## src/design/pdc_pkg.sv

```systemverilog
// Package for the port direction control block
`default_nettype none
package pdc_pkg;
   localparam int unsigned PDC_ADDR_W = 12;
   localparam int unsigned PDC_DATA_W = 8;
   localparam logic [11:0] PDC_ADDR_GROUP_ONE = 12'hFE6;
   localparam logic [11:0] PDC_ADDR_GROUP_TWO = 12'hFE8;
   localparam logic [7:0] PDC_RESET_GROUP_ONE = 8'h00;
   localparam logic [7:0] PDC_RESET_GROUP_TWO = 8'h00;
   // Writable flag masks; bits outside read as fixed zero
   localparam logic [7:0] PDC_MASK_GROUP_ONE = 8'h7F;
   localparam logic [7:0] PDC_MASK_GROUP_TWO = 8'h0F;
   localparam int unsigned PDC_P0_LSB = 0;
   localparam int unsigned PDC_P2_LSB = 4;
   localparam int unsigned PDC_P3_LSB = 0;
   localparam int unsigned PDC_P0_PINS = 4;
   localparam int unsigned PDC_P2_PINS = 3;
   localparam int unsigned PDC_P3_PINS = 4;

   typedef struct packed {
      logic wr_en;
      logic [11:0] addr;
      logic [7:0] wdata;
   } pdc_wr_t;

   typedef struct packed {
      logic [3:0] port0;
      logic [2:0] port2;
      logic [3:0] port3;
   } pdc_pins_t;
endpackage : pdc_pkg
`default_nettype wire

```

## src/design/pdc_pin_cell.sv

```systemverilog
// One port pin cell: drives the pin from its latch when the flag is set
`default_nettype none
module pdc_pin_cell
   import pdc_pkg::*;
(
   input wire logic clk,
   input wire logic reset_n,
   input wire logic dir_flag,
   input wire logic latch_val,
   output logic pin_out,
   output logic pin_oe_n
);
   typedef struct packed {
      logic out;
      logic oe_n;
   } pdc_cell_state_t;

   pdc_cell_state_t state_reg;
   pdc_cell_state_t state_next;

   always_comb begin
      state_next.out = latch_val;
      state_next.oe_n = ~dir_flag;
   end

   always_ff @(posedge clk or negedge reset_n) begin
      if (!reset_n) begin
         state_reg <= '{out: 1'b0, oe_n: 1'b1};
      end else begin
         state_reg <= state_next;
      end
   end

   assign pin_out = state_reg.out;
   assign pin_oe_n = state_reg.oe_n;

   chk_cell_oe_follows: assert property (@(posedge clk) disable iff (!reset_n)
      ##1 (pin_oe_n == !$past(dir_flag)))
      else $error("pin enable does not follow direction flag");
endmodule : pdc_pin_cell
`default_nettype wire

```

## src/design/pdc_port_dir.sv

```systemverilog
// Direction registers for ports 0, 2 and 3 and their pin drivers
//
// Notes on behaviour
// - Group-one bits 3..0 steer port 0 pins, bits 6..4 steer port 2 pins.
// - Group-two bit n steers port 3 pin n, for n 0 to 3.
// - Flag 0 makes the pin an input; flag 1 drives the output latch.
// - Writes to group two touch only port 3 directions.
// - Group-two bits 7..4 and group-one bit 7 stay zero regardless.
`default_nettype none
module pdc_port_dir
   import pdc_pkg::*;
(
   input wire logic clk,
   input wire logic reset_n,
   input wire pdc_wr_t wr,
   input wire pdc_pins_t latch,
   output pdc_pins_t pin_out,
   output pdc_pins_t pin_oe_n
);
   // ------------------------------------------------------------
   // Register state
   // ------------------------------------------------------------
   typedef struct packed {
      logic [7:0] group_one;
      logic [7:0] group_two;
   } pdc_state_t;

   pdc_state_t state_reg;
   pdc_state_t state_next;

   always_comb begin
      state_next = state_reg;
      if (wr.wr_en && (wr.addr == PDC_ADDR_GROUP_ONE)) begin
         state_next.group_one = wr.wdata & PDC_MASK_GROUP_ONE;
      end
      if (wr.wr_en && (wr.addr == PDC_ADDR_GROUP_TWO)) begin
         state_next.group_two = wr.wdata & PDC_MASK_GROUP_TWO;
      end
   end

   always_ff @(posedge clk or negedge reset_n) begin
      if (!reset_n) begin
         state_reg.group_one <= PDC_RESET_GROUP_ONE;
         state_reg.group_two <= PDC_RESET_GROUP_TWO;
      end else begin
         state_reg <= state_next;
      end
   end

   // ------------------------------------------------------------
   // Pin cells
   // ------------------------------------------------------------
   pdc_pins_t dir;
   assign dir.port0 = state_reg.group_one[PDC_P0_LSB +: PDC_P0_PINS];
   assign dir.port2 = state_reg.group_one[PDC_P2_LSB +: PDC_P2_PINS];
   assign dir.port3 = state_reg.group_two[PDC_P3_LSB +: PDC_P3_PINS];

   localparam int unsigned NPINS = PDC_P0_PINS + PDC_P2_PINS + PDC_P3_PINS;
   logic [NPINS-1:0] dir_v;
   logic [NPINS-1:0] latch_v;
   logic [NPINS-1:0] out_v;
   logic [NPINS-1:0] oe_v;
   assign dir_v = dir;
   assign latch_v = latch;

   genvar i;
   generate
      for (i = 0; i < NPINS; i++) begin : g_pin
         pdc_pin_cell u_cell (
            .clk(clk),
            .reset_n(reset_n),
            .dir_flag(dir_v[i]),
            .latch_val(latch_v[i]),
            .pin_out(out_v[i]),
            .pin_oe_n(oe_v[i])
         );
      end
   endgenerate

   assign pin_out = out_v;
   assign pin_oe_n = oe_v;

   // ------------------------------------------------------------
   // Checks
   // ------------------------------------------------------------
   chk_one_bit7_zero: assert property (@(posedge clk) disable iff (!reset_n)
      (state_reg.group_one & ~PDC_MASK_GROUP_ONE) == 8'h00)
      else $error("group one bit 7 not zero");

   chk_two_high_zero: assert property (@(posedge clk) disable iff (!reset_n)
      (state_reg.group_two & ~PDC_MASK_GROUP_TWO) == 8'h00)
      else $error("group two high bits not zero");

   chk_one_write_lands: assert property (@(posedge clk) disable iff (!reset_n)
      (wr.wr_en && wr.addr == PDC_ADDR_GROUP_ONE) |=> ##1
      (pin_oe_n.port0 == ~$past(wr.wdata[3:0], 2)))
      else $error("port 0 direction wrong after write");

   chk_p2_write_lands: assert property (@(posedge clk) disable iff (!reset_n)
      (wr.wr_en && wr.addr == PDC_ADDR_GROUP_ONE) |=> ##1
      (pin_oe_n.port2 == ~$past(wr.wdata[6:4], 2)))
      else $error("port 2 direction wrong after write");

   chk_two_write_lands: assert property (@(posedge clk) disable iff (!reset_n)
      (wr.wr_en && wr.addr == PDC_ADDR_GROUP_TWO) |=> ##1
      (pin_oe_n.port3 == ~$past(wr.wdata[3:0], 2)))
      else $error("port 3 direction wrong after write");

   chk_two_isolated: assert property (@(posedge clk) disable iff (!reset_n)
      (wr.wr_en && wr.addr == PDC_ADDR_GROUP_TWO) |=>
      $stable(state_reg.group_one))
      else $error("group two write disturbed group one");

   chk_out_drive: assert property (@(posedge clk) disable iff (!reset_n)
      (state_reg.group_two[0]) |=> (!pin_oe_n.port3[0] && pin_out.port3[0] ==
      $past(latch.port3[0])))
      else $error("output pin not driving latch");

   chk_reset_inputs: assert property (@(posedge clk)
      $rose(reset_n) |-> (pin_oe_n == '1 && state_reg == '0))
      else $error("pins not inputs after reset");

   chk_reset_out_low: assert property (@(posedge clk)
      $rose(reset_n) |-> (pin_out == '0))
      else $error("pin outputs not low after reset");

   // ------------------------------------------------------------
   // Checks on register writes
   // ------------------------------------------------------------
   // Flags move only on a strobe aimed at their own address
   chk_idle_hold: assert property (@(posedge clk) disable iff (!reset_n)
      !wr.wr_en |=> $stable(state_reg))
      else $error("flags changed without a write");

   chk_stray_ignored: assert property (@(posedge clk) disable iff (!reset_n)
      (wr.wr_en && wr.addr != PDC_ADDR_GROUP_ONE && wr.addr != PDC_ADDR_GROUP_TWO)
      |=> $stable(state_reg))
      else $error("write to other address changed flags");

   chk_one_whole_byte: assert property (@(posedge clk) disable iff (!reset_n)
      (wr.wr_en && wr.addr == PDC_ADDR_GROUP_ONE) |=>
      (state_reg.group_one == ($past(wr.wdata) & PDC_MASK_GROUP_ONE)))
      else $error("group one not loaded with whole byte");

   chk_two_whole_byte: assert property (@(posedge clk) disable iff (!reset_n)
      (wr.wr_en && wr.addr == PDC_ADDR_GROUP_TWO) |=>
      (state_reg.group_two == ($past(wr.wdata) & PDC_MASK_GROUP_TWO)))
      else $error("group two not loaded with whole byte");

   // ------------------------------------------------------------
   // Checks on group isolation
   // ------------------------------------------------------------
   // Pin enables lag the flags by one edge, hence the extra cycle
   chk_one_isolated: assert property (@(posedge clk) disable iff (!reset_n)
      (wr.wr_en && wr.addr == PDC_ADDR_GROUP_ONE) |=>
      $stable(state_reg.group_two))
      else $error("group one write disturbed group two");

   chk_two_keeps_p0: assert property (@(posedge clk) disable iff (!reset_n)
      (wr.wr_en && wr.addr == PDC_ADDR_GROUP_TWO) |=> ##1
      $stable(pin_oe_n.port0))
      else $error("group two write moved port 0 direction");

   chk_two_keeps_p2: assert property (@(posedge clk) disable iff (!reset_n)
      (wr.wr_en && wr.addr == PDC_ADDR_GROUP_TWO) |=> ##1
      $stable(pin_oe_n.port2))
      else $error("group two write moved port 2 direction");

   chk_one_keeps_p3: assert property (@(posedge clk) disable iff (!reset_n)
      (wr.wr_en && wr.addr == PDC_ADDR_GROUP_ONE) |=> ##1
      $stable(pin_oe_n.port3))
      else $error("group one write moved port 3 direction");

   // ------------------------------------------------------------
   // Checks on pin drivers
   // ------------------------------------------------------------
   // The first edge after reset still shows reset values, so skip it
   chk_out_follows: assert property (@(posedge clk) disable iff (!reset_n)
      $past(reset_n) |-> (pin_out == $past(latch)))
      else $error("pin outputs do not follow latch");

   chk_oe_follows: assert property (@(posedge clk) disable iff (!reset_n)
      $past(reset_n) |-> (pin_oe_n == ~$past(dir_v)))
      else $error("pin enables do not follow flags");

   chk_p0_map: assert property (@(posedge clk) disable iff (!reset_n)
      $past(reset_n) |->
      (pin_oe_n.port0 == ~$past(state_reg.group_one[PDC_P0_LSB +: PDC_P0_PINS])))
      else $error("port 0 enables not mapped to group one");

   chk_p2_map: assert property (@(posedge clk) disable iff (!reset_n)
      $past(reset_n) |->
      (pin_oe_n.port2 == ~$past(state_reg.group_one[PDC_P2_LSB +: PDC_P2_PINS])))
      else $error("port 2 enables not mapped to group one");

   chk_p3_map: assert property (@(posedge clk) disable iff (!reset_n)
      $past(reset_n) |->
      (pin_oe_n.port3 == ~$past(state_reg.group_two[PDC_P3_LSB +: PDC_P3_PINS])))
      else $error("port 3 enables not mapped to group two");

   chk_p0_drive: assert property (@(posedge clk) disable iff (!reset_n)
      state_reg.group_one[PDC_P0_LSB] |=> (!pin_oe_n.port0[0] &&
      pin_out.port0[0] == $past(latch.port0[0])))
      else $error("port 0 pin not driving latch");

   chk_p2_drive: assert property (@(posedge clk) disable iff (!reset_n)
      state_reg.group_one[PDC_P2_LSB] |=> (!pin_oe_n.port2[0] &&
      pin_out.port2[0] == $past(latch.port2[0])))
      else $error("port 2 pin not driving latch");

   chk_p0_release: assert property (@(posedge clk) disable iff (!reset_n)
      !state_reg.group_one[PDC_P0_LSB] |=> pin_oe_n.port0[0])
      else $error("port 0 pin driving while an input");

   chk_p2_release: assert property (@(posedge clk) disable iff (!reset_n)
      !state_reg.group_one[PDC_P2_LSB] |=> pin_oe_n.port2[0])
      else $error("port 2 pin driving while an input");

   chk_in_release: assert property (@(posedge clk) disable iff (!reset_n)
      !state_reg.group_two[PDC_P3_LSB] |=> pin_oe_n.port3[0])
      else $error("port 3 pin driving while an input");
endmodule : pdc_port_dir
`default_nettype wire

```

## config.mk

```make
export PLATFORM = sky130hd
export DESIGN_NAME = pdc_port_dir
export DESIGN_NICKNAME = d
export VERILOG_FILES = /design/src/design/pdc_pkg.sv /design/src/design/pdc_pin_cell.sv /design/src/design/pdc_port_dir.sv
export SDC_FILE = /design/constraint.sdc
export NUM_CORES = 1
export LEC_CHECK = 0
export BUFFER_PORTS_ARGS = -buffer_cell sky130_fd_sc_hd__buf_2
export CORE_ASPECT_RATIO = 1.1
export CORE_MARGIN = 5
export CORE_UTILIZATION = 41
export DETAILED_ROUTE_END_ITERATION = 8
export HOLD_SLACK_MARGIN = 0.08
export PLACE_DENSITY = 0.71
export SYNTH_ARGS = -nofsm -noshare
export SYNTH_HDL_FRONTEND = slang
export SYNTH_SLANG_ARGS = --single-unit
```

## constraint.sdc

```tcl
create_clock -name clk -period 2.24 [get_ports clk]
set_clock_uncertainty 0.2 [all_clocks]
set_input_delay 0 -clock clk [delete_from_list [all_inputs] [get_ports clk]]
set_output_delay 0 -clock clk [all_outputs]
set_load 0.005 [all_outputs]
```

==> results.cfg <==
[outcome]
outcome = finished clean

[synth]
syn-cell-area_um2 = 1260
yosysSeqAreaShare_pct = 66.4
postSynthCellCount = 84
synth-seq-cells = 33
synth_area_per_cell_um2 = 15.1
ys_warn_count = 0
post_synth_num_cell_types = 12
synth.net_count = 118

[floorplan]
initial_core_util_pct = 41.9
row_count = 21
boundaryPins = 56
die_w_um = 63.0
core-area_um2 = 3020
fp.dieArea_um2 = 4300
fp.dieH_um = 68.3

[clock_network]
cts_root_buf = sky130_fd_sc_hd__clkbuf_4
clkLatencyLatePin_ns = 0.32
post_cts_resized = 0
clock_tree.htree_level_count = 2
tritoncts = built
cts_buffers = 5
numClockSinks = 33
clkSlewWorstSetupHoldPaths_ns = 0.09
cts_buffer_depth = 2

[timing]
final_min_period_over_clock_period_pct = 94.1
finalWorstSetupSlack_ns = 0.132
report.final.hold_viol_count = 0
maxSlewHeadroom_pct = 38.5
report.final.setup_viol = 0
setup_total_negative_slack_ns = 0
finalMaxSlewViolations = 0
timing.fmax_mhz = 474
rsz_0062_raised_after_global_routing = no
hold_slack_ns = 0.0947
min_period_ns = 2.11
tightest_slew_ns = 0.920

[detailed_routing]
ant_nets = 0
drt-vias-per-instance = 4.22
post_drt_wl_per_cell_um = 12.1
routed_wl_um = 2300
drt_first_pass_iters = 2
vias = 802
drcViolationCount = 0
detailedRoute.firstIterationViolations = 3

[grt]
grt_max_degree = 23
antenna_found_initial = 0
number_of_global_route_vias_before_repair = 885
grt.overflow.total = 0
wire_length_of_the_first_global_routing_pass_um = 4090
grt.total_usage_pct = 12.5

[layout]
design.final.nets = 190
post-route-cell-area_um2 = 1800
drive_above_1_share_pct = 53.8
mostFrequentLayoutCells = sky130_fd_sc_hd__buf_2, sky130_fd_sc_hd__dlygate4sd3_1, sky130_fd_sc_hd__dfrtp_1, sky130_fd_sc_hd__inv_1, sky130_fd_sc_hd__dfstp_2
area_growth_syn_to_layout_pct = 41.9
final_common_cell = sky130_fd_sc_hd__buf_2
insertedDiodeCount = 0

[run]
drv_cap = 0

[critical_path]
crit_path_end_kind = flop
r2r_setup_slack_ns = 0.68
crit_path_cells = buf_2, dlygate4sd3_1, nand3b_1, nor4_4, buf_4, mux2_1, dlygate4sd3_1
crit_path_required_time_ns = 2.24
worstPathArrival_ns = 2.11
worst-r2r-cell-count = 2
critical_path.top_delay_family = buffers and inverters
critPathMostFrequentCell = sky130_fd_sc_hd__dlygate4sd3_1
critPathMaxFanout = 7
crit_slowest_cell = sky130_fd_sc_hd__dlygate4sd3_1
critical-path-max-stage-delay_ns = 0.57
worstSetupPathType = in2reg
startpoint_class_of_the_critical_path = primary input
worstReg2RegStart = dir[4]
worst_r2r_dst = dir[4]
cp_num_buf_inv = 4

[placement]
globalplace.congestion = 0.677
dp_hpwl_um = 1570
portBuffers = 54
pre_cts_slack_ns = 0.637
dpl_cell_area_um2 = 1410

[power]
powerDensity_nw_per_um2 = 570
vdd.ir_drop.worst_uv = 436
total_leakage_power_uw = 0.000897
design_power_total_uw = 1020

[worst_hold_path]
worst_hold_path_type = in2async
sequential cells by signal (all words and copies together), names as in the netlist:
signal	flops
dir	11
g_pin.u_cell.pin_oe_n	11
g_pin.u_cell.pin_out	11
area by class of cell:
cell class,count,area [µm²]
Fill cell,247,1230
Sequential cell,33,840
Timing Repair Buffer,87,598
Multi-Input combinational cell,18,219
Clock buffer,7,55.1
Tap cell,34,42.5
Inverter,11,41.3
how the worst max path moves through the flow:
| stage | cells past startpoint | end | startpoint | slack (ns) |
|---|---|---|---|---|
| 2_1_floorplan | 3 | dir[0] | wr[9] | 0.85 |
| 3_3_place_gp | 4 | dir[3] | wr[9] | 0.66 |
| 3_5_place_dp | 4 | dir[7] | wr[8] | 0.64 |
| 4_1_cts | 6 | dir[7] | wr[13] | 0.02 |
| 5_1_grt | 3 | g_pin[0].u_cell.pin_out | reset_n | 0.11 |
| 6_report | 7 | dir[4] | wr[9] | 0.13 |
metrics by stage:
step                util [%]  std cells
floorplan                  -         84
global placement        46.7        150
detailed placement      46.7        150
CTS                     59.2        189
global route            59.4        190
finish                  59.4        190
worst reg2reg max path: cells and delay by family (launching register included):
family / cells / cell delay [ns]
buffers and inverters: 1 / 0.57
DFF: 1 / 0.38
muxes: 1 / 0.29
synthesized netlist by cell type (all sizes together):
library cell	n	area [µm²]
inv	11	41.3
nand2b	1	6.26
dfstp	11	289
buf	22	165
or3b	1	8.76
nand3b	1	7.51
nand4	1	6.26
dfrtp	22	551
nand4b	1	23.8
nor4	2	42.5
mux2	11	124
logic make-up after synthesis:
| family | share of synthesized area (%) |
|---|---|
| buffers and inverters | 16.3 |
| DFF | 66.4 |
| muxes | 9.79 |
| and+or+nand+nor | 7.52 |
metal layers:
layer,wire (µm),global-route usage [%]
met1,826,12.5
met2,1130,21.0
met3,285,7.39
met4,48,5.57
met5,0,0
timing repair:
action / in CTS / in global routing
hold endpoints to repair: 55 / 0
hold buffers: 32 / 0
setup buffers: 0 / 1
setup endpoints to repair: 0 / 6
power by group:
group	total, µW	switching (µW)	internal [µW]
clock network	320	172	148
logic	92.4	35.8	56.6
registers	611	2.71	609
total	1020	211	813
Note: power is estimated with default switching activity, not from simulation.
